<file path="config.mk">
export PLATFORM = sky130hd
export DESIGN_NAME = rsm_top
export DESIGN_NICKNAME = d
export VERILOG_FILES = /design/src/include/rsm_pkg.sv /design/src/verilog/rsm_top.sv
export SDC_FILE = /design/constraint.sdc
export NUM_CORES = 1
export LEC_CHECK = 0
export ABC_AREA = 0
export BUFFER_PORTS_ARGS = -buffer_cell sky130_fd_sc_hd__buf_2
export CORE_MARGIN = 2
export CORE_UTILIZATION = 45
export CTS_CLUSTER_SIZE = 16
export DETAILED_ROUTE_END_ITERATION = 6
export PLACE_DENSITY = 0.73
export SETUP_SLACK_MARGIN = 0.3
export SLEW_MARGIN = 20
export SYNTH_ARGS = -nofsm -noshare
export SYNTH_HDL_FRONTEND = slang
export SYNTH_SLANG_ARGS = --single-unit
</file>
<file path="constraint.sdc">
create_clock -name clock -period 2.5 [get_ports clock]
set_input_delay 0.125 -clock clock [delete_from_list [all_inputs] [get_ports clock]]
set_output_delay 0.125 -clock clock [all_outputs]
set_load 0.01 [all_outputs]
</file>
<file path="src/include/rsm_pkg.sv">
// Constants shared by the reset and supply integrity block.
// Assumes a single 250 MHz clock and synchronous register port.
package rsm_pkg;
    // ****************************************************************
    // Timing
    // ****************************************************************
    localparam int unsigned CLOCK_MHZ          = 250;
    localparam int unsigned MIN_OUT_WIDTH_NS   = 1000;
    localparam int unsigned MIN_OUT_CYCLES     = (MIN_OUT_WIDTH_NS * CLOCK_MHZ + 999) / 1000;
    localparam int unsigned DELAY_SHORT        = 256;
    localparam int unsigned DELAY_LONG         = 4096;
    localparam int unsigned FETCH_CYCLES       = 2;
    localparam logic [12:0] DELAY_SHORT_W      = 13'h0100;
    localparam logic [12:0] DELAY_LONG_W       = 13'h1000;
    localparam logic [12:0] MIN_OUT_W          = 13'h00FA;
    localparam logic [1:0]  FETCH_W            = 2'h2;
    // ****************************************************************
    // Vector and registers
    // ****************************************************************
    localparam logic [15:0] VECTOR_LO_ADDR     = 16'hFFFE;
    localparam logic [15:0] VECTOR_HI_ADDR     = 16'hFFFF;
    localparam logic [7:0]  INTEGRITY_ADDR     = 8'h00;
    localparam int unsigned SRC_SEL_BIT        = 7;
    localparam int unsigned IRQ_EN_BIT         = 6;
    localparam int unsigned STATUS_BIT         = 5;
    localparam logic [7:0]  INTEGRITY_RESET    = 8'h00;
    // ****************************************************************
    // Options
    // ****************************************************************
    localparam logic [1:0]  OSC_EXTERNAL       = 2'h0;
    localparam logic [1:0]  OSC_RESONATOR      = 2'h1;
    localparam logic [1:0]  OSC_INTERNAL_RC    = 2'h2;
    typedef enum logic [1:0] {
        RSM_ACTIVE = 2'b00,
        RSM_DELAY  = 2'b01,
        RSM_FETCH  = 2'b10,
        RSM_RUN    = 2'b11
    } rsm_phase_t;
endpackage

</file>
<file path="src/verilog/rsm_top.sv">
// Reset sequencer, supply detector status and clock option logic.
// Assumes synchronous register port and option inputs stable after reset.
// Functional notes
// - Pin, low supply and watchdog causes each pull reset pin low through delay.
// - Start address is fetched from the two vector bytes at top of memory.
// - Sequence goes active, then 256 or 4096 cycle wait, then vector fetch.
// - Vector fetch phase lasts exactly two clock cycles.
// - A selected resonator oscillator keeps running during reset except while rst is held.
// - External low on reset pin enters reset only through a clocked two-stage synchronizer.
// - Recognised external pulse is stretched to the minimum output width.
// - Watchdog underflow pulls reset pin low for at least minimum width.
// - While supply is low the device stays in reset with pin low.
// - Low supply detector exists only by option; threshold low, medium, high.
// - Clock source chosen by option: external, resonator or internal RC.
// - Clock doubler multiplies by two and is never used with internal RC.
// - Auxiliary detector result is a live read-only status bit.
// - Auxiliary detector works only when the low supply detector is enabled.
// - Source select zero monitors main supply instead of external pin.
// - With interrupt enabled, each status change raises an interrupt.
// - A crossing during the reset delay raises no interrupt.
// - Enabling while status is set raises one interrupt, crossing another.
// - Enabling after the crossing raises no interrupt at enabling.
// - Bit 7 source select, bit 6 interrupt enable, bit 5 status.
// - Status reads one under lower threshold, zero over upper threshold.
// - Pending interrupt clears when its service routine is entered.
`timescale 1ns/1ns
`default_nettype none
module rsm_top (
    input  wire logic        clock,
    input  wire logic        rst,
    input  wire logic        reset_pin_in,
    output logic             reset_pin_out,
    output logic             reset_pin_oe,
    input  wire logic        watchdog_underflow,
    input  wire logic        low_supply_cmp,
    input  wire logic        aux_cmp_supply,
    input  wire logic        aux_cmp_ext_pin,
    input  wire logic        opt_low_supply_en,
    input  wire logic [1:0]  opt_threshold,
    input  wire logic        opt_long_delay,
    input  wire logic [1:0]  opt_osc_source,
    input  wire logic        opt_doubler,
    input  wire logic [7:0]  reg_addr,
    input  wire logic [7:0]  reg_wdata,
    input  wire logic        reg_write,
    input  wire logic        reg_read,
    output logic [7:0]       reg_rdata,
    input  wire logic        irq_ack,
    output logic             irq,
    output logic             cpu_reset,
    output logic             vector_fetch,
    output logic [15:0]      fetch_addr,
    output logic             resonator_run,
    output logic [1:0]       clock_source,
    output logic             doubler_en,
    output logic [1:0]       detector_threshold,
    output logic             low_supply_active
);
    // ****************************************************************
    // State
    // ****************************************************************
    typedef struct packed {
        rsm_pkg::rsm_phase_t phase;
        logic [12:0]         count;
        logic [12:0]         stretch;
        logic [1:0]          pin_sync;
        logic [1:0]          sup_sync;
        logic [1:0]          cmp_sync;
        logic                status;
        logic                src_sel;
        logic                irq_en;
        logic                pending;
        logic [7:0]          rdata;
        logic                pin_out;
        logic                pin_oe;
        logic                cpu_reset;
        logic                fetch;
        logic [15:0]         faddr;
        logic                res_run;
        logic [1:0]          clk_src;
        logic                dbl;
        logic [1:0]          thr;
        logic                lsd;
    } rsm_state_t;

    rsm_state_t st;
    rsm_state_t next_st;
    logic       cause;
    logic       aux_live;
    logic       cmp_in;

    assign cmp_in = st.src_sel ? aux_cmp_ext_pin : aux_cmp_supply;

    // ****************************************************************
    // Next state
    // ****************************************************************
    always_comb
    begin
        next_st = st;
        next_st.pin_sync = {st.pin_sync[0], ~reset_pin_in & ~st.pin_oe};
        next_st.sup_sync = {st.sup_sync[0], low_supply_cmp & opt_low_supply_en};
        next_st.cmp_sync = {st.cmp_sync[0], cmp_in & opt_low_supply_en};
        aux_live = st.cmp_sync[1];
        cause = st.pin_sync[1] | st.sup_sync[1] | (st.stretch != 13'h0000);
        if (watchdog_underflow || (st.pin_sync[1] && st.phase != rsm_pkg::RSM_ACTIVE))
        begin
            next_st.stretch = rsm_pkg::MIN_OUT_W;
        end
        else if (st.stretch != 13'h0000)
        begin
            next_st.stretch = st.stretch - 13'h0001;
        end
        case (st.phase)
            rsm_pkg::RSM_ACTIVE:
            begin
                next_st.count = 13'h0000;
                if (!cause)
                begin
                    next_st.phase = rsm_pkg::RSM_DELAY;
                end
            end
            rsm_pkg::RSM_DELAY:
            begin
                next_st.count = st.count + 13'h0001;
                if (st.count == (opt_long_delay ? rsm_pkg::DELAY_LONG_W : rsm_pkg::DELAY_SHORT_W) - 13'h0001)
                begin
                    next_st.phase = rsm_pkg::RSM_FETCH;
                    next_st.count = 13'h0000;
                end
            end
            rsm_pkg::RSM_FETCH:
            begin
                next_st.count = st.count + 13'h0001;
                if (st.count[1:0] == rsm_pkg::FETCH_W - 2'h1)
                begin
                    next_st.phase = rsm_pkg::RSM_RUN;
                end
            end
            rsm_pkg::RSM_RUN:
            begin
                next_st.count = 13'h0000;
            end
            default:
            begin
                next_st.phase = rsm_pkg::RSM_ACTIVE;
            end
        endcase
        if (cause || watchdog_underflow)
        begin
            next_st.phase = rsm_pkg::RSM_ACTIVE;
        end
        next_st.pin_out = 1'b0;
        next_st.pin_oe = (next_st.phase == rsm_pkg::RSM_ACTIVE) || (next_st.phase == rsm_pkg::RSM_DELAY);
        next_st.cpu_reset = next_st.phase != rsm_pkg::RSM_RUN;
        next_st.fetch = next_st.phase == rsm_pkg::RSM_FETCH;
        next_st.faddr = (next_st.phase == rsm_pkg::RSM_FETCH && next_st.count[0]) ?
                        rsm_pkg::VECTOR_HI_ADDR : rsm_pkg::VECTOR_LO_ADDR;
        next_st.res_run = opt_osc_source == rsm_pkg::OSC_RESONATOR;
        next_st.clk_src = opt_osc_source;
        next_st.dbl = opt_doubler && (opt_osc_source != rsm_pkg::OSC_INTERNAL_RC);
        next_st.thr = opt_threshold;
        next_st.lsd = opt_low_supply_en;
        next_st.status = aux_live;
        if (st.phase == rsm_pkg::RSM_RUN && st.irq_en && (aux_live != st.status))
        begin
            next_st.pending = 1'b1;
        end
        else if (irq_ack)
        begin
            next_st.pending = 1'b0;
        end
        if (reg_write && reg_addr == rsm_pkg::INTEGRITY_ADDR)
        begin
            next_st.src_sel = reg_wdata[rsm_pkg::SRC_SEL_BIT];
            next_st.irq_en = reg_wdata[rsm_pkg::IRQ_EN_BIT];
            if (reg_wdata[rsm_pkg::IRQ_EN_BIT] && !st.irq_en && aux_live)
            begin
                next_st.pending = 1'b1;
            end
        end
        next_st.rdata = 8'h00;
        if (reg_read && reg_addr == rsm_pkg::INTEGRITY_ADDR)
        begin
            next_st.rdata[rsm_pkg::SRC_SEL_BIT] = st.src_sel;
            next_st.rdata[rsm_pkg::IRQ_EN_BIT] = st.irq_en;
            next_st.rdata[rsm_pkg::STATUS_BIT] = aux_live;
        end
        if (st.phase != rsm_pkg::RSM_RUN)
        begin
            next_st.src_sel = 1'b0;
            next_st.irq_en = 1'b0;
            next_st.pending = 1'b0;
        end
    end

    // ****************************************************************
    // Registers
    // ****************************************************************
    always_ff @(posedge clock or posedge rst)
    begin
        if (rst)
        begin
            st <= '{phase: rsm_pkg::RSM_ACTIVE, pin_oe: 1'b1, cpu_reset: 1'b1, faddr: rsm_pkg::VECTOR_LO_ADDR,
                    default: '0};
        end
        else
        begin
            st <= next_st;
        end
    end

    assign reset_pin_out = st.pin_out;
    assign reset_pin_oe = st.pin_oe;
    assign reg_rdata = st.rdata;
    assign irq = st.pending;
    assign cpu_reset = st.cpu_reset;
    assign vector_fetch = st.fetch;
    assign fetch_addr = st.faddr;
    assign resonator_run = st.res_run;
    assign clock_source = st.clk_src;
    assign doubler_en = st.dbl;
    assign detector_threshold = st.thr;
    assign low_supply_active = st.lsd;

    // ****************************************************************
    // Checks
    // ****************************************************************
    pin_in_delay_a: assert property (@(posedge clock) disable iff (rst)
        st.phase == rsm_pkg::RSM_DELAY |-> st.pin_oe && !st.pin_out) else $error("pin released in delay");
    fetch_two_a: assert property (@(posedge clock) disable iff (rst)
        $rose(st.fetch) |-> st.fetch ##1 st.fetch ##1 !st.fetch) else $error("fetch not two cycles");
    fetch_addr_a: assert property (@(posedge clock) disable iff (rst)
        $rose(st.fetch) |-> st.faddr == 16'hFFFE ##1 st.faddr == 16'hFFFF) else $error("bad vector");
    wdog_hold_a: assert property (@(posedge clock) disable iff (rst)
        watchdog_underflow |=> st.pin_oe [*8]) else $error("watchdog pulse short");
    low_supply_a: assert property (@(posedge clock) disable iff (rst)
        st.sup_sync[1] |=> st.cpu_reset && st.pin_oe) else $error("low supply not held");
    delay_len_a: assert property (@(posedge clock) disable iff (rst)
        $rose(st.phase == rsm_pkg::RSM_DELAY) && !opt_long_delay |-> !st.fetch [*8]) else $error("delay short");
    no_dbl_rc_a: assert property (@(posedge clock) disable iff (rst)
        st.clk_src == rsm_pkg::OSC_INTERNAL_RC |-> !st.dbl) else $error("doubler with rc");
    irq_reset_a: assert property (@(posedge clock) disable iff (rst)
        st.phase != rsm_pkg::RSM_RUN |=> !st.pending) else $error("irq during reset");
    status_off_a: assert property (@(posedge clock) disable iff (rst)
        !opt_low_supply_en [*4] |-> !st.status) else $error("aux active without option");

    // ****************************************************************
    // Sequence and register checks
    // ****************************************************************
    pin_out_low_a: assert property (@(posedge clock) disable iff (rst)
        !st.pin_out)
        else $error("reset pin driven high");

    active_oe_a: assert property (@(posedge clock) disable iff (rst)
        st.phase == rsm_pkg::RSM_ACTIVE |-> st.pin_oe)
        else $error("pin released in active phase");

    run_release_a: assert property (@(posedge clock) disable iff (rst)
        st.phase == rsm_pkg::RSM_RUN |-> !st.pin_oe && !st.cpu_reset)
        else $error("reset held in run");

    fetch_phase_a: assert property (@(posedge clock) disable iff (rst)
        st.fetch == (st.phase == rsm_pkg::RSM_FETCH))
        else $error("fetch flag off phase");

    fetch_entry_a: assert property (@(posedge clock) disable iff (rst)
        st.phase == rsm_pkg::RSM_FETCH |-> $past(st.phase) inside {rsm_pkg::RSM_DELAY, rsm_pkg::RSM_FETCH})
        else $error("fetch without delay");

    run_entry_a: assert property (@(posedge clock) disable iff (rst)
        $rose(st.phase == rsm_pkg::RSM_RUN) |-> $past(st.phase) == rsm_pkg::RSM_FETCH)
        else $error("run without fetch");

    delay_bound_a: assert property (@(posedge clock) disable iff (rst)
        st.phase == rsm_pkg::RSM_DELAY |-> st.count < rsm_pkg::DELAY_LONG_W)
        else $error("delay count overrun");

    short_bound_a: assert property (@(posedge clock) disable iff (rst)
        st.phase == rsm_pkg::RSM_DELAY && !opt_long_delay |-> st.count < rsm_pkg::DELAY_SHORT_W)
        else $error("short delay overrun");

    delay_start_a: assert property (@(posedge clock) disable iff (rst)
        $rose(st.phase == rsm_pkg::RSM_DELAY) |-> st.count == 13'h0000)
        else $error("delay count not cleared");

    fetch_lo_a: assert property (@(posedge clock) disable iff (rst)
        st.fetch && !st.count[0] |-> st.faddr == rsm_pkg::VECTOR_LO_ADDR)
        else $error("low vector byte wrong");

    fetch_hi_a: assert property (@(posedge clock) disable iff (rst)
        st.fetch && st.count[0] |-> st.faddr == rsm_pkg::VECTOR_HI_ADDR)
        else $error("high vector byte wrong");

    idle_addr_a: assert property (@(posedge clock) disable iff (rst)
        !st.fetch |-> st.faddr == rsm_pkg::VECTOR_LO_ADDR)
        else $error("vector address off idle");

    wdog_stretch_a: assert property (@(posedge clock) disable iff (rst)
        watchdog_underflow |=> st.stretch == rsm_pkg::MIN_OUT_W)
        else $error("watchdog stretch not loaded");

    stretch_hold_a: assert property (@(posedge clock) disable iff (rst)
        st.stretch != 13'h0000 |=> st.phase == rsm_pkg::RSM_ACTIVE)
        else $error("stretch left active phase");

    stretch_max_a: assert property (@(posedge clock) disable iff (rst)
        st.stretch <= rsm_pkg::MIN_OUT_W)
        else $error("stretch above width");

    irq_en_clear_a: assert property (@(posedge clock) disable iff (rst)
        st.phase != rsm_pkg::RSM_RUN |=> !st.irq_en)
        else $error("irq enable kept in reset");

    src_clear_a: assert property (@(posedge clock) disable iff (rst)
        st.phase != rsm_pkg::RSM_RUN |=> !st.src_sel)
        else $error("source select kept in reset");

    status_live_a: assert property (@(posedge clock) disable iff (rst)
        st.status == $past(st.cmp_sync[1]))
        else $error("status not live");

    rdata_idle_a: assert property (@(posedge clock) disable iff (rst)
        !$past(reg_read) |-> st.rdata == 8'h00)
        else $error("read data without read");

    rdata_low_a: assert property (@(posedge clock) disable iff (rst)
        st.rdata[4:0] == 5'h00)
        else $error("unused read bits set");

    rdata_sel_a: assert property (@(posedge clock) disable iff (rst)
        $past(reg_read) && $past(reg_addr) == rsm_pkg::INTEGRITY_ADDR |->
        st.rdata[rsm_pkg::SRC_SEL_BIT] == $past(st.src_sel) && st.rdata[rsm_pkg::IRQ_EN_BIT] == $past(st.irq_en))
        else $error("control bits read wrong");

    rdata_status_a: assert property (@(posedge clock) disable iff (rst)
        $past(reg_read) && $past(reg_addr) == rsm_pkg::INTEGRITY_ADDR |->
        st.rdata[rsm_pkg::STATUS_BIT] == $past(st.cmp_sync[1]))
        else $error("status bit read wrong");

    clock_copy_a: assert property (@(posedge clock) disable iff (rst)
        !$past(rst) |-> st.clk_src == $past(opt_osc_source))
        else $error("clock source not copied");

    thr_copy_a: assert property (@(posedge clock) disable iff (rst)
        !$past(rst) |-> st.thr == $past(opt_threshold))
        else $error("threshold not copied");

    osc_run_a: assert property (@(posedge clock) disable iff (rst)
        !$past(rst) |-> st.res_run == ($past(opt_osc_source) == rsm_pkg::OSC_RESONATOR))
        else $error("resonator run wrong");

    lsd_copy_a: assert property (@(posedge clock) disable iff (rst)
        !$past(rst) |-> st.lsd == $past(opt_low_supply_en))
        else $error("low supply option not copied");

    dbl_copy_a: assert property (@(posedge clock) disable iff (rst)
        !$past(rst) |-> st.dbl == ($past(opt_doubler) && $past(opt_osc_source) != rsm_pkg::OSC_INTERNAL_RC))
        else $error("doubler enable wrong");

    pend_hold_a: assert property (@(posedge clock) disable iff (rst)
        st.pending && !irq_ack && st.phase == rsm_pkg::RSM_RUN |=> st.pending)
        else $error("interrupt lost without ack");

    ack_clear_a: assert property (@(posedge clock) disable iff (rst)
        irq_ack && st.status == st.cmp_sync[1] && !reg_write |=> !st.pending)
        else $error("ack did not clear");

    pin_mask_a: assert property (@(posedge clock) disable iff (rst)
        st.pin_oe |=> !st.pin_sync[0])
        else $error("own pull seen as external");

    cpu_hold_a: assert property (@(posedge clock) disable iff (rst)
        st.phase != rsm_pkg::RSM_RUN |-> st.cpu_reset)
        else $error("cpu released early");

    supply_gate_a: assert property (@(posedge clock) disable iff (rst)
        !$past(rst) && !$past(opt_low_supply_en) |-> !st.sup_sync[0])
        else $error("low supply without option");

    aux_gate_a: assert property (@(posedge clock) disable iff (rst)
        !$past(rst) && !$past(opt_low_supply_en) |-> !st.cmp_sync[0])
        else $error("aux input without option");

endmodule // rsm_top
`default_nettype wire
</file>
==> reports/metrics.yaml, run 1 <==
floorplanning:
  design.core.area_mm2: 0.00544
  start_util: 0.461
  num_rows: 27
  die_w_um: 78.6
  io_pins: 69
  die_area_mm2: 0.00618
  die-height_um: 78.6
placement:
  dpl.hpwl_mm: 3.21
  pre_cts_slack_ns: 0.424
  gp_congestion: 0.740
  io_buffer_count: 41
timing:
  worst_slew_pin_slew_ns: 0.655
  fin_tns_setup_ns: 0
  relSlewSlack: 0.560
  skew_ns: 0.00585
  rsz0062_at_grt: "false"
  postLayoutSetupSlackWorst_ns: 0.532
  min_period_ns: 1.97
  hold_viol: 0
  period_share: 0.787
  setup_viol: 0
  fmax_mhz: 508
  slew_violations: 0
power:
  peakVddDrop_mv: 0.369
  powerDensity_mw_per_mm2: 533
  p_leak_nw: 1.25
synth:
  seq_area_frac_synth: 0.520
  synth_seq_cells: 52
  yosysWarnings: 0
  yosysUniqueCellTypes: 44
  synthXorXnorAreaFrac: 0.0490
  muxShareOfSynthArea: 0.00799
  synth_top_area_share: 0.500
  synth_fa_ha_area_frac: 0.0200
  synth_compound_area_frac: 0.0679
  synth.avg_cell_area_um2: 10.1
  synth_top_family_by_area: "simple AND/OR/NAND/NOR gates"
  netlist_instances: 247
  yosys.area_share.simple: 0.218
  syn_area_mm2: 0.00250
  yosysTopAreaCell: "dfrtp_1"
  synth.area.top_cells: "dfrtp_1 (50%), buf_4 (8.7%), nor2_1 (4.2%), xnor2_1 (3.5%), dfstp_2 (2.1%)"
layout:
  postLayoutCoreUtil: 0.519
  num-fill-cells: 506
  seq_area_mm2: 0.00130
  drive_gt1_frac: 0.217
  antenna_cells: 0
  multiInputGateArea_um2: 995
  area_growth_pct: 12.7
  finalNetCount: 326
grt:
  antenna_found_initial: 0
  grt_max_degree: 22
  grt_overflow: 0
  grt_pass1_wl_mm: 7.52
  grt.total_usage: 0.156
  grt_pass1_vias: 1665
run_status:
  run_status: "finished, final reports clean"
critical_path:
  worst-endpoint-arrival_ns: 2.15
  cp-end-kind: "flop"
  worstSetupStartpointType: "flop"
  worstPathRequired_ns: 2.68
  critPathKind: "reg2reg"
  r2r_end: "st[65]"
  worstSetupEndpoint: "st[65]"
  crit_start: "st[66]"
  worst_r2r_path_depth: 4
  r2r-start: "st[66]"
  crit_fanout: 13
  rrSetupSlack_ns: 0.53
clock_network:
  cts_buffers: 5
  cts_tree: "done"
  cts.sinks: 52
  cts_max_level: 2
  clkTransAtPathRegs_ns: 0.09
  cts-root-buf: "clkbuf_8"
  insertion_delay_ns: 0.31
  cts.path.max_buffers: 2
drt:
  via_count: 1749
  wl_per_cell_um: 12.2
  drc: 0
  viasPerCell: 4.83
  firstDrtPassIters: 4
  first_iter_violations: 75
  drt_wl_total_mm: 4.42
  antenna_left: 0
flow_run:
  maxCapViolCount: 0
hold_path:
  hold_path_class: "in2reg"
[worst max-delay path, cell delays in order (launching register included)]
cell	delay [ns]
dfrtp_1	0.45
or4_1	0.52
o22ai_1	0.25
a41o_1	0.52
nor2_1	0.10
[cells in the final DEF (no fill, tap or decap), types with 3 or more instances in the layout]
master and count:
nand2_1 10, a21oi_1 9, inv_1 11, clkbuf_8 7, o21ai_0 7, conb_1 21, nand4_1 7, buf_2 41
or3_1 6, xor2_1 4, ha_1 4, dfrtp_1 50, and3_1 5, nor2_1 28, o31ai_1 3, dlygate4sd3_1 7
or2_2 4, nor3_1 8, nand3_1 9, xnor2_1 10, or4_1 5
[kinds of logic (layout without fill, tap and decap cells)]
| kind of cell | count (synthesis) | after routing |
|---|---|---|
| muxes | 2 | 2 |
| other | 2 | 21 |
| adders and majority gates | 4 | 4 |
| and+or+nand+nor | 99 | 99 |
| DFF | 52 | 52 |
| AOI/OAI and AO/OA | 28 | 28 |
| buffers and inverters | 46 | 70 |
| xor gates and xnor gates | 14 | 14 |
[power by group]
group	internal, mW	switching [mW]
clock	0.253	0.264
sequential	0.857	0.0128
combinational	0.0478	0.0689
total	1.16	0.346
[what timing repair did]
action,CTS,global route
resized for setup,0,1
setup buffers,0,0
endpoints found under the setup margin,0,3
hold endpoints to repair,21,0
hold buffers,7,0
[through the flow]
stage	hold slack (ns)	instance area [µm²]	cells	power (mW)
2_1_floorplan	0.156	2580	266	0.978
3_3_place_gp	0.0932	2650	347	0.992
3_5_place_dp	0.0949	2650	347	0.995
4_1_cts	0.0202	2820	362	1.52
5_1_grt	0.0411	2820	362	1.57
6_report	0.0285	2820	362	1.50
[Yosys cell counts]
cell type / count
or3_1: 6
and2_1: 2
nor3_1: 8
dfstp_2: 2
or2_2: 4
or4_1: 5
inv_1: 12
and3b_1: 1
xor2_1: 4
ha_1: 4
nor2_1: 28
a211oi_1: 1
nor4b_1: 2
and2_0: 1
a31oi_1: 2
o211ai_1: 1
a21boi_0: 1
mux2i_1: 2
o22ai_1: 1
xnor2_1: 10
buf_4: 29
nand3_1: 9
dfrtp_1: 50
nor4_1: 1
buf_1: 1
conb_1: 2
a31o_2: 1
nand4b_1: 1
nand2_1: 10
nor2b_1: 2
buf_2: 2
nand2b_2: 1
o21a_1: 1
o21ai_0: 7
nand2b_1: 1
or4_2: 2
nand4_1: 7
and4_1: 2
and3_1: 5
clkbuf_1: 2
o31ai_1: 3
nor4_4: 1
a41o_1: 1
a21oi_1: 9
[how the worst min path moves through the flow]
stage                           start         endpoint  depth (start not counted)
finish                 low_supply_cmp      next_st[42]                          2
global route           low_supply_cmp      next_st[42]                          2
CTS                    low_supply_cmp      next_st[42]                          2
detailed placement                rst     reg_rdata[6]                          2
global placement                  rst     reg_rdata[6]                          2
floorplan           opt_osc_source[0]  clock_source[0]                          0
[flip-flops by register name (all words and copies together), names as in the netlist, 2 cells and up]
| register | cells |
|---|---|
| reg_rdata | 3 |
| next_st | 3 |
| st | 33 |
| clock_source | 2 |
| detector_threshold | 2 |
[final cells by class]
cell class	count	share of cell area
inverters	12	0.0160
clock buffers	8	0.0354
well taps	72	0.0319
flip-flops and latches	52	0.462
repair buffers	50	0.103
multi-input cells	168	0.352
[routing by layer]
metal,part of all wire,track usage,vias to the layer above
li1,-,-,875
met4,0.019,0.0807,0
met2,0.49,0.248,35
met5,0,0,-
met3,0.035,0.0310,8
met1,0.46,0.201,831
(Power assumes the default switching activity.)
==> inputs of run 2 (changes only) <==
--- a/config.mk
+++ b/config.mk
@@ -11,7 +11,7 @@
 export CORE_UTILIZATION = 45
 export CTS_CLUSTER_SIZE = 16
 export DETAILED_ROUTE_END_ITERATION = 6
-export PLACE_DENSITY = 0.73
+export PLACE_DENSITY = 0.76
 export SETUP_SLACK_MARGIN = 0.3
 export SLEW_MARGIN = 20
 export SYNTH_ARGS = -nofsm -noshare
==> constraint.sdc (replaced) <==
create_clock -name clock -period 1.65 [get_ports clock]
set_input_delay 0.0825 -clock clock [delete_from_list [all_inputs] [get_ports clock]]
set_output_delay 0.0825 -clock clock [all_outputs]
set_load 0.01 [all_outputs]
==> run 2 against run 1 <==
  * The flow now finishes with violations (setup timing)
  * Clock skew increased by 0.0033 ns
  * Total power rose by 70%
  * Register-to-register slack got worse by 0.68 ns
  * Final cell count up 14%
  * Largest cell class is now multi-input combinational cells
  * Highest routed layer unchanged
==> reports/metrics.yaml, run 2 (synthesized netlist as in run 1, its figures left out) <==
run_status:
  run_status: "finished with violations"
  violations: "setup timing"
clock_network:
  cts_buffers: 5
  cts.sinks: 52
  clkTransAtPathRegs_ns: 0.09
  cts-root-buf: "clkbuf_8"
  cts.path.max_buffers: 2
  insertion_delay_ns: 0.32
  cts_tree: "done"
  cts_max_level: 2
critical_path:
  crit_fanout: 2
  worstSetupStartpointType: "flop"
  critPathKind: "reg2reg"
  worstPathRequired_ns: 1.90
  cp-end-kind: "flop"
  worst-endpoint-arrival_ns: 2.05
power:
  p_sw_frac: 0.243
  pwr-share-clk: 0.349
  powerDensity_mw_per_mm2: 715
  pwr-share-comb: 0.138
  switchingPower_uw: 623
  peakVddDrop_mv: 0.804
  p_leak_nw: 1.54
  p_seq_frac: 0.513
  internal_power_mw: 1.94
  total_power_mw: 2.56
grt:
  grt_max_degree: 33
  grt_pass1_wl_mm: 9.14
  grt.total_usage: 0.191
  grt_overflow: 0
  grt_pass1_vias: 2045
  antenna_found_initial: 0
layout:
  final_common_cell: "dfrtp_1"
  largest_register_ffs: 33
  regMostFlops: "st"
  area_growth_pct: 43.1
  finalNetCount: 375
  drive_gt1_frac: 0.481
  final_cell_mix: "dfrtp_1 (50), buf_2 (41), buf_4 (37)"
  antenna_cells: 0
timing:
  slew_violations: 0
  fmax_mhz: 557
  hold_viol: 0
  fin_tns_setup_ns: -0.598
  period_share: 1.09
  min_period_ns: 1.80
  postLayoutSetupSlackWorst_ns: -0.147
  rsz0062_at_grt: "true"
  skew_ns: 0.00919
  setup_viol: 11
floorplanning:
  die-height_um: 78.6
  die_w_um: 78.6
  io_pins: 69
  design.core.area_mm2: 0.00544
  num_rows: 27
  die_area_mm2: 0.00618
  start_util: 0.461
drt:
  drc: 0
  first_iter_violations: 137
  viasPerCell: 4.98
  antenna_left: 0
  via_count: 2047
  firstDrtPassIters: 4
  drt_wl_total_mm: 6.03
  wl_per_cell_um: 14.7
flow_run:
  maxCapViolCount: 0
placement:
  gp_congestion: 0.822
  io_buffer_count: 41
  dpl.hpwl_mm: 3.46
hold_path:
  hold_path_class: "in2reg"
-- run 2: changes by cell type in the layout (fill, tap and decap cells not counted), sizes merged --
| cell | delta |
|---|---|
| dlygate4sd3 | +2 |
| bufinv | +1 |
| buf | +47 |
| clkinv | +1 |
| clkbuf | -3 |
| inv | +1 |
-- run 2: worst paths after layout --
check | from | to | slack, ns | cells past startpoint
worst min-delay path | reg_read | reg_rdata[5] | 0.03 | 2
worst max register to register | st[47] | st[56] | -0.15 | 4
worst max-delay path | st[47] | st[56] | -0.15 | 4
worst min register to register | next_st[40] | aux_live | 0.36 | 0
max in group asynchronous | rst | cpu_reset | 0.75 | 4
min in group asynchronous | rst | st[48] | 0.31 | 3
-- run 2: cell type report --
cell class	instances	area, µm²
clock buffers	5	68.8
clock inverters	3	46.3
fillers	378	1860
inverters	12	45.0
multi-input cells	168	1310
flip-flops and latches	52	1300
well taps	72	90.1
repair buffers	99	717
-- run 2: what timing repair did --
| action | 4_1_cts | 5_1_grt |
|---|---|---|
| setup endpoints to repair | 32 | 32 |
| gates resized for setup | 49 | 38 |
| buffers inserted | 14 | 8 |
| pin swaps | 19 | 18 |
| hold endpoints to repair | 29 | 1 |
| hold buffers | 8 | 1 |
-- run 2: per-layer routing --
layer | wire length [µm] | GRT usage | vias to the layer above
met3 | 171 | 0.0506 | 13
met5 | 0 | 0 | -
met2 | 3300 | 0.348 | 45
met4 | 138 | 0.0789 | 0
li1 | - | - | 975
met1 | 2420 | 0.208 | 1014
-- run 2: critical path: stages, from the launching register on --
cell     delay [ns]
dfrtp_1        0.41
or3_4          0.40
or3_4          0.38
or4_4          0.42
a21oi_2        0.12
-- run 2: power groups by stage --
stage / clock [mW] / combinational, mW / sequential, mW
after CTS: 0.910 / 0.285 / 1.31
after floorplan: 0 / 0.144 / 1.34
after global routing: 0.968 / 0.380 / 1.32
final: 0.894 / 0.354 / 1.31
after detailed placement: 0 / 0.201 / 1.34
after global placement: 0 / 0.196 / 1.34
-- run 2: per-stage QoR --
stage / utilization / setup WS, ns / area (µm²) / hold WS, ns / instances
2_1_floorplan: - / -0.123 / 2600 / 0.114 / 266
3_3_place_gp: 0.526 / -0.135 / 2860 / 0.111 / 372
3_5_place_dp: 0.526 / -0.171 / 2860 / 0.118 / 372
4_1_cts: 0.614 / -0.119 / 3340 / 0.00638 / 402
5_1_grt: 0.659 / -0.210 / 3580 / 0.0244 / 411
6_report: 0.659 / -0.147 / 3580 / 0.0280 / 411
==> inputs of run 3 (changes only) <==
--- a/config.mk
+++ b/config.mk
@@ -7,11 +7,11 @@
 export LEC_CHECK = 0
 export ABC_AREA = 0
 export BUFFER_PORTS_ARGS = -buffer_cell sky130_fd_sc_hd__buf_2
-export CORE_MARGIN = 2
+export CORE_MARGIN = 5
 export CORE_UTILIZATION = 45
 export CTS_CLUSTER_SIZE = 16
 export DETAILED_ROUTE_END_ITERATION = 6
-export PLACE_DENSITY = 0.76
+export PLACE_DENSITY = 0.73
 export SETUP_SLACK_MARGIN = 0.3
 export SLEW_MARGIN = 20
 export SYNTH_ARGS = -nofsm -noshare
==> constraint.sdc (replaced) <==
create_clock -name clock -period 1.92 [get_ports clock]
set_input_delay 0.096 -clock clock [delete_from_list [all_inputs] [get_ports clock]]
set_output_delay 0.096 -clock clock [all_outputs]
set_load 0.01 [all_outputs]
==> run 3 against run 2 <==
  * The run now ends clean
  * Die area is 16% higher
  * Total power is 18% lower
  * Non-clock buffer count is 22 lower
  * Register-to-register slack better by 0.29 ns
  * Highest routed layer unchanged
==> reports/metrics.yaml, run 3 (synthesized netlist as in run 1, its figures left out) <==
critical_path:
  r2r_end: "st[56]"
  critPathKind: "reg2reg"
  worstPathCellList: "or3_4, or3_4, or4_1, a21oi_1"
  crit_start: "st[49]"
  worstPathRequired_ns: 2.16
  worstSetupStartpointType: "flop"
  worstSetupEndpoint: "st[56]"
  worst-endpoint-arrival_ns: 2.01
  crit_fanout: 3
  worst_r2r_path_depth: 4
  slowest_delay_ns: 0.43
  cp_common_cell: "or3_4"
  cp-end-kind: "flop"
  r2r-start: "st[49]"
  cp_slowest_cell: "dfrtp_1"
  rrSetupSlack_ns: 0.15
clock_network:
  cts_buffers: 5
  cts_tree: "done"
  cts-root-buf: "clkbuf_8"
  cts.path.max_buffers: 2
  insertion_delay_ns: 0.31
  cts.sinks: 52
  cts_max_level: 2
  clkTransAtPathRegs_ns: 0.09
timing:
  slew_violations: 0
  min_period_ns: 1.77
  skew_ns: 0.00818
  worst_slew_pin_slew_ns: 0.516
  hold_viol: 0
  rsz0062_at_grt: "true"
  period_share: 0.924
  relSlewSlack: 0.656
  fin_tns_setup_ns: 0
  fmax_mhz: 563
  setup_viol: 0
floorplanning:
  design.core.area_mm2: 0.00547
  die-height_um: 84.6
  die_w_um: 84.6
  start_util: 0.458
  num_rows: 27
  io_pins: 69
  die_area_mm2: 0.00716
grt:
  grt_max_degree: 25
  grt_overflow: 0
  use_met2: 0.275
  grt.total_usage: 0.156
  antenna_found_initial: 0
  grt_util_met3: 0.0353
  met1_usage: 0.185
  grt_pass1_wl_mm: 9.11
  grt_pass1_vias: 2004
  grt-busiest-layer: "met2"
placement:
  gp_congestion: 0.823
  io_buffer_count: 41
  dp_cells: 356
  dpl.hpwl_mm: 3.62
layout:
  finalNetCount: 353
  antenna_cells: 0
  area_growth_pct: 27.4
  final_cells: 389
  drive_gt1_frac: 0.344
  num-fill-cells: 469
  final_cell_mix: "dfrtp_1 (47), buf_2 (41), nor2_1 (25)"
  multiInputGateArea_mm2: 0.00112
  final_common_cell: "dfrtp_1"
  largest_register_ffs: 33
  seq_area_mm2: 0.00131
  regMostFlops: "st"
power:
  p_sw_frac: 0.237
  p_seq_frac: 0.536
  pwr-share-comb: 0.108
  p_leak_nw: 1.41
  peakVddDrop_mv: 0.501
  switchingPower_uw: 498
  pwr-share-clk: 0.356
  internal_power_mw: 1.61
  powerDensity_mw_per_mm2: 660
drt:
  firstDrtPassIters: 4
  drc: 0
  wl_per_cell_um: 14.1
  via_count: 1964
  viasPerCell: 5.05
  antenna_left: 0
  drt_wl_total_mm: 5.50
  first_iter_violations: 65
hold_path:
  hold_path_class: "in2reg"
flow_run:
  maxCapViolCount: 0
run_status:
  run_status: "finished, final reports clean"
run 3: power groups by stage:
stage / Combinational [mW] / Sequential [mW] / Clock (mW)
global placement: 0.144 / 1.15 / 0
CTS: 0.211 / 1.13 / 0.763
finish: 0.227 / 1.13 / 0.750
floorplan: 0.124 / 1.15 / 0
global route: 0.251 / 1.13 / 0.819
detailed placement: 0.148 / 1.16 / 0
run 3: worst min path at each step:
stage	start	to	slack (ns)	depth (start not counted)
2_1_floorplan	opt_osc_source[0]	clock_source[0]	0.13	0
3_3_place_gp	rst	detector_threshold[1]	0.15	2
3_5_place_dp	rst	reg_rdata[6]	0.16	2
4_1_cts	opt_doubler	doubler_en	0.03	2
5_1_grt	opt_doubler	doubler_en	0.02	2
6_report	opt_doubler	doubler_en	0.03	2
run 3: repair_timing:
action / CTS / global route
endpoints found under the hold margin: 30 / 0
hold buffers: 8 / 0
buffers inserted: 13 / 4
resized for setup: 19 / 14
setup endpoints to repair: 27 / 29
pin swaps: 8 / 8
run 3: per-stage QoR:
stage | total power [mW] | hold WS [ns] | utilization | setup slack, ns | instance area, µm²
after global routing | 2.20 | 0.0203 | 0.583 | 0.0977 | 3190
after detailed placement | 1.30 | 0.155 | 0.501 | 0.0531 | 2740
final | 2.11 | 0.0278 | 0.583 | 0.145 | 3190
after floorplan | 1.28 | 0.127 | - | 0.147 | 2600
after CTS | 2.10 | 0.0268 | 0.568 | 0.177 | 3110
after global placement | 1.30 | 0.153 | 0.501 | 0.0920 | 2740
run 3: critical path: cells and delay by family, from the launching register on:
family | cells | cell delay (ns)
simple gates | 3 | 1.13
flops | 1 | 0.43
compound gates | 1 | 0.14
run 3: area by class of cell:
| class | count | area share |
|---|---|---|
| flip-flops and latches | 52 | 0.410 |
| multi-input cells | 168 | 0.350 |
| repair buffers | 77 | 0.163 |
| well taps | 72 | 0.0282 |
| clock buffers | 5 | 0.0216 |
| inverters | 12 | 0.0141 |
| clock inverters | 3 | 0.0133 |
run 3: layer usage:
layer / vias up / wire length [µm]
met3: 13 / 293
met1: 944 / 2180
met5: - / 0
li1: 940 / -
met2: 67 / 2920
met4: 0 / 105
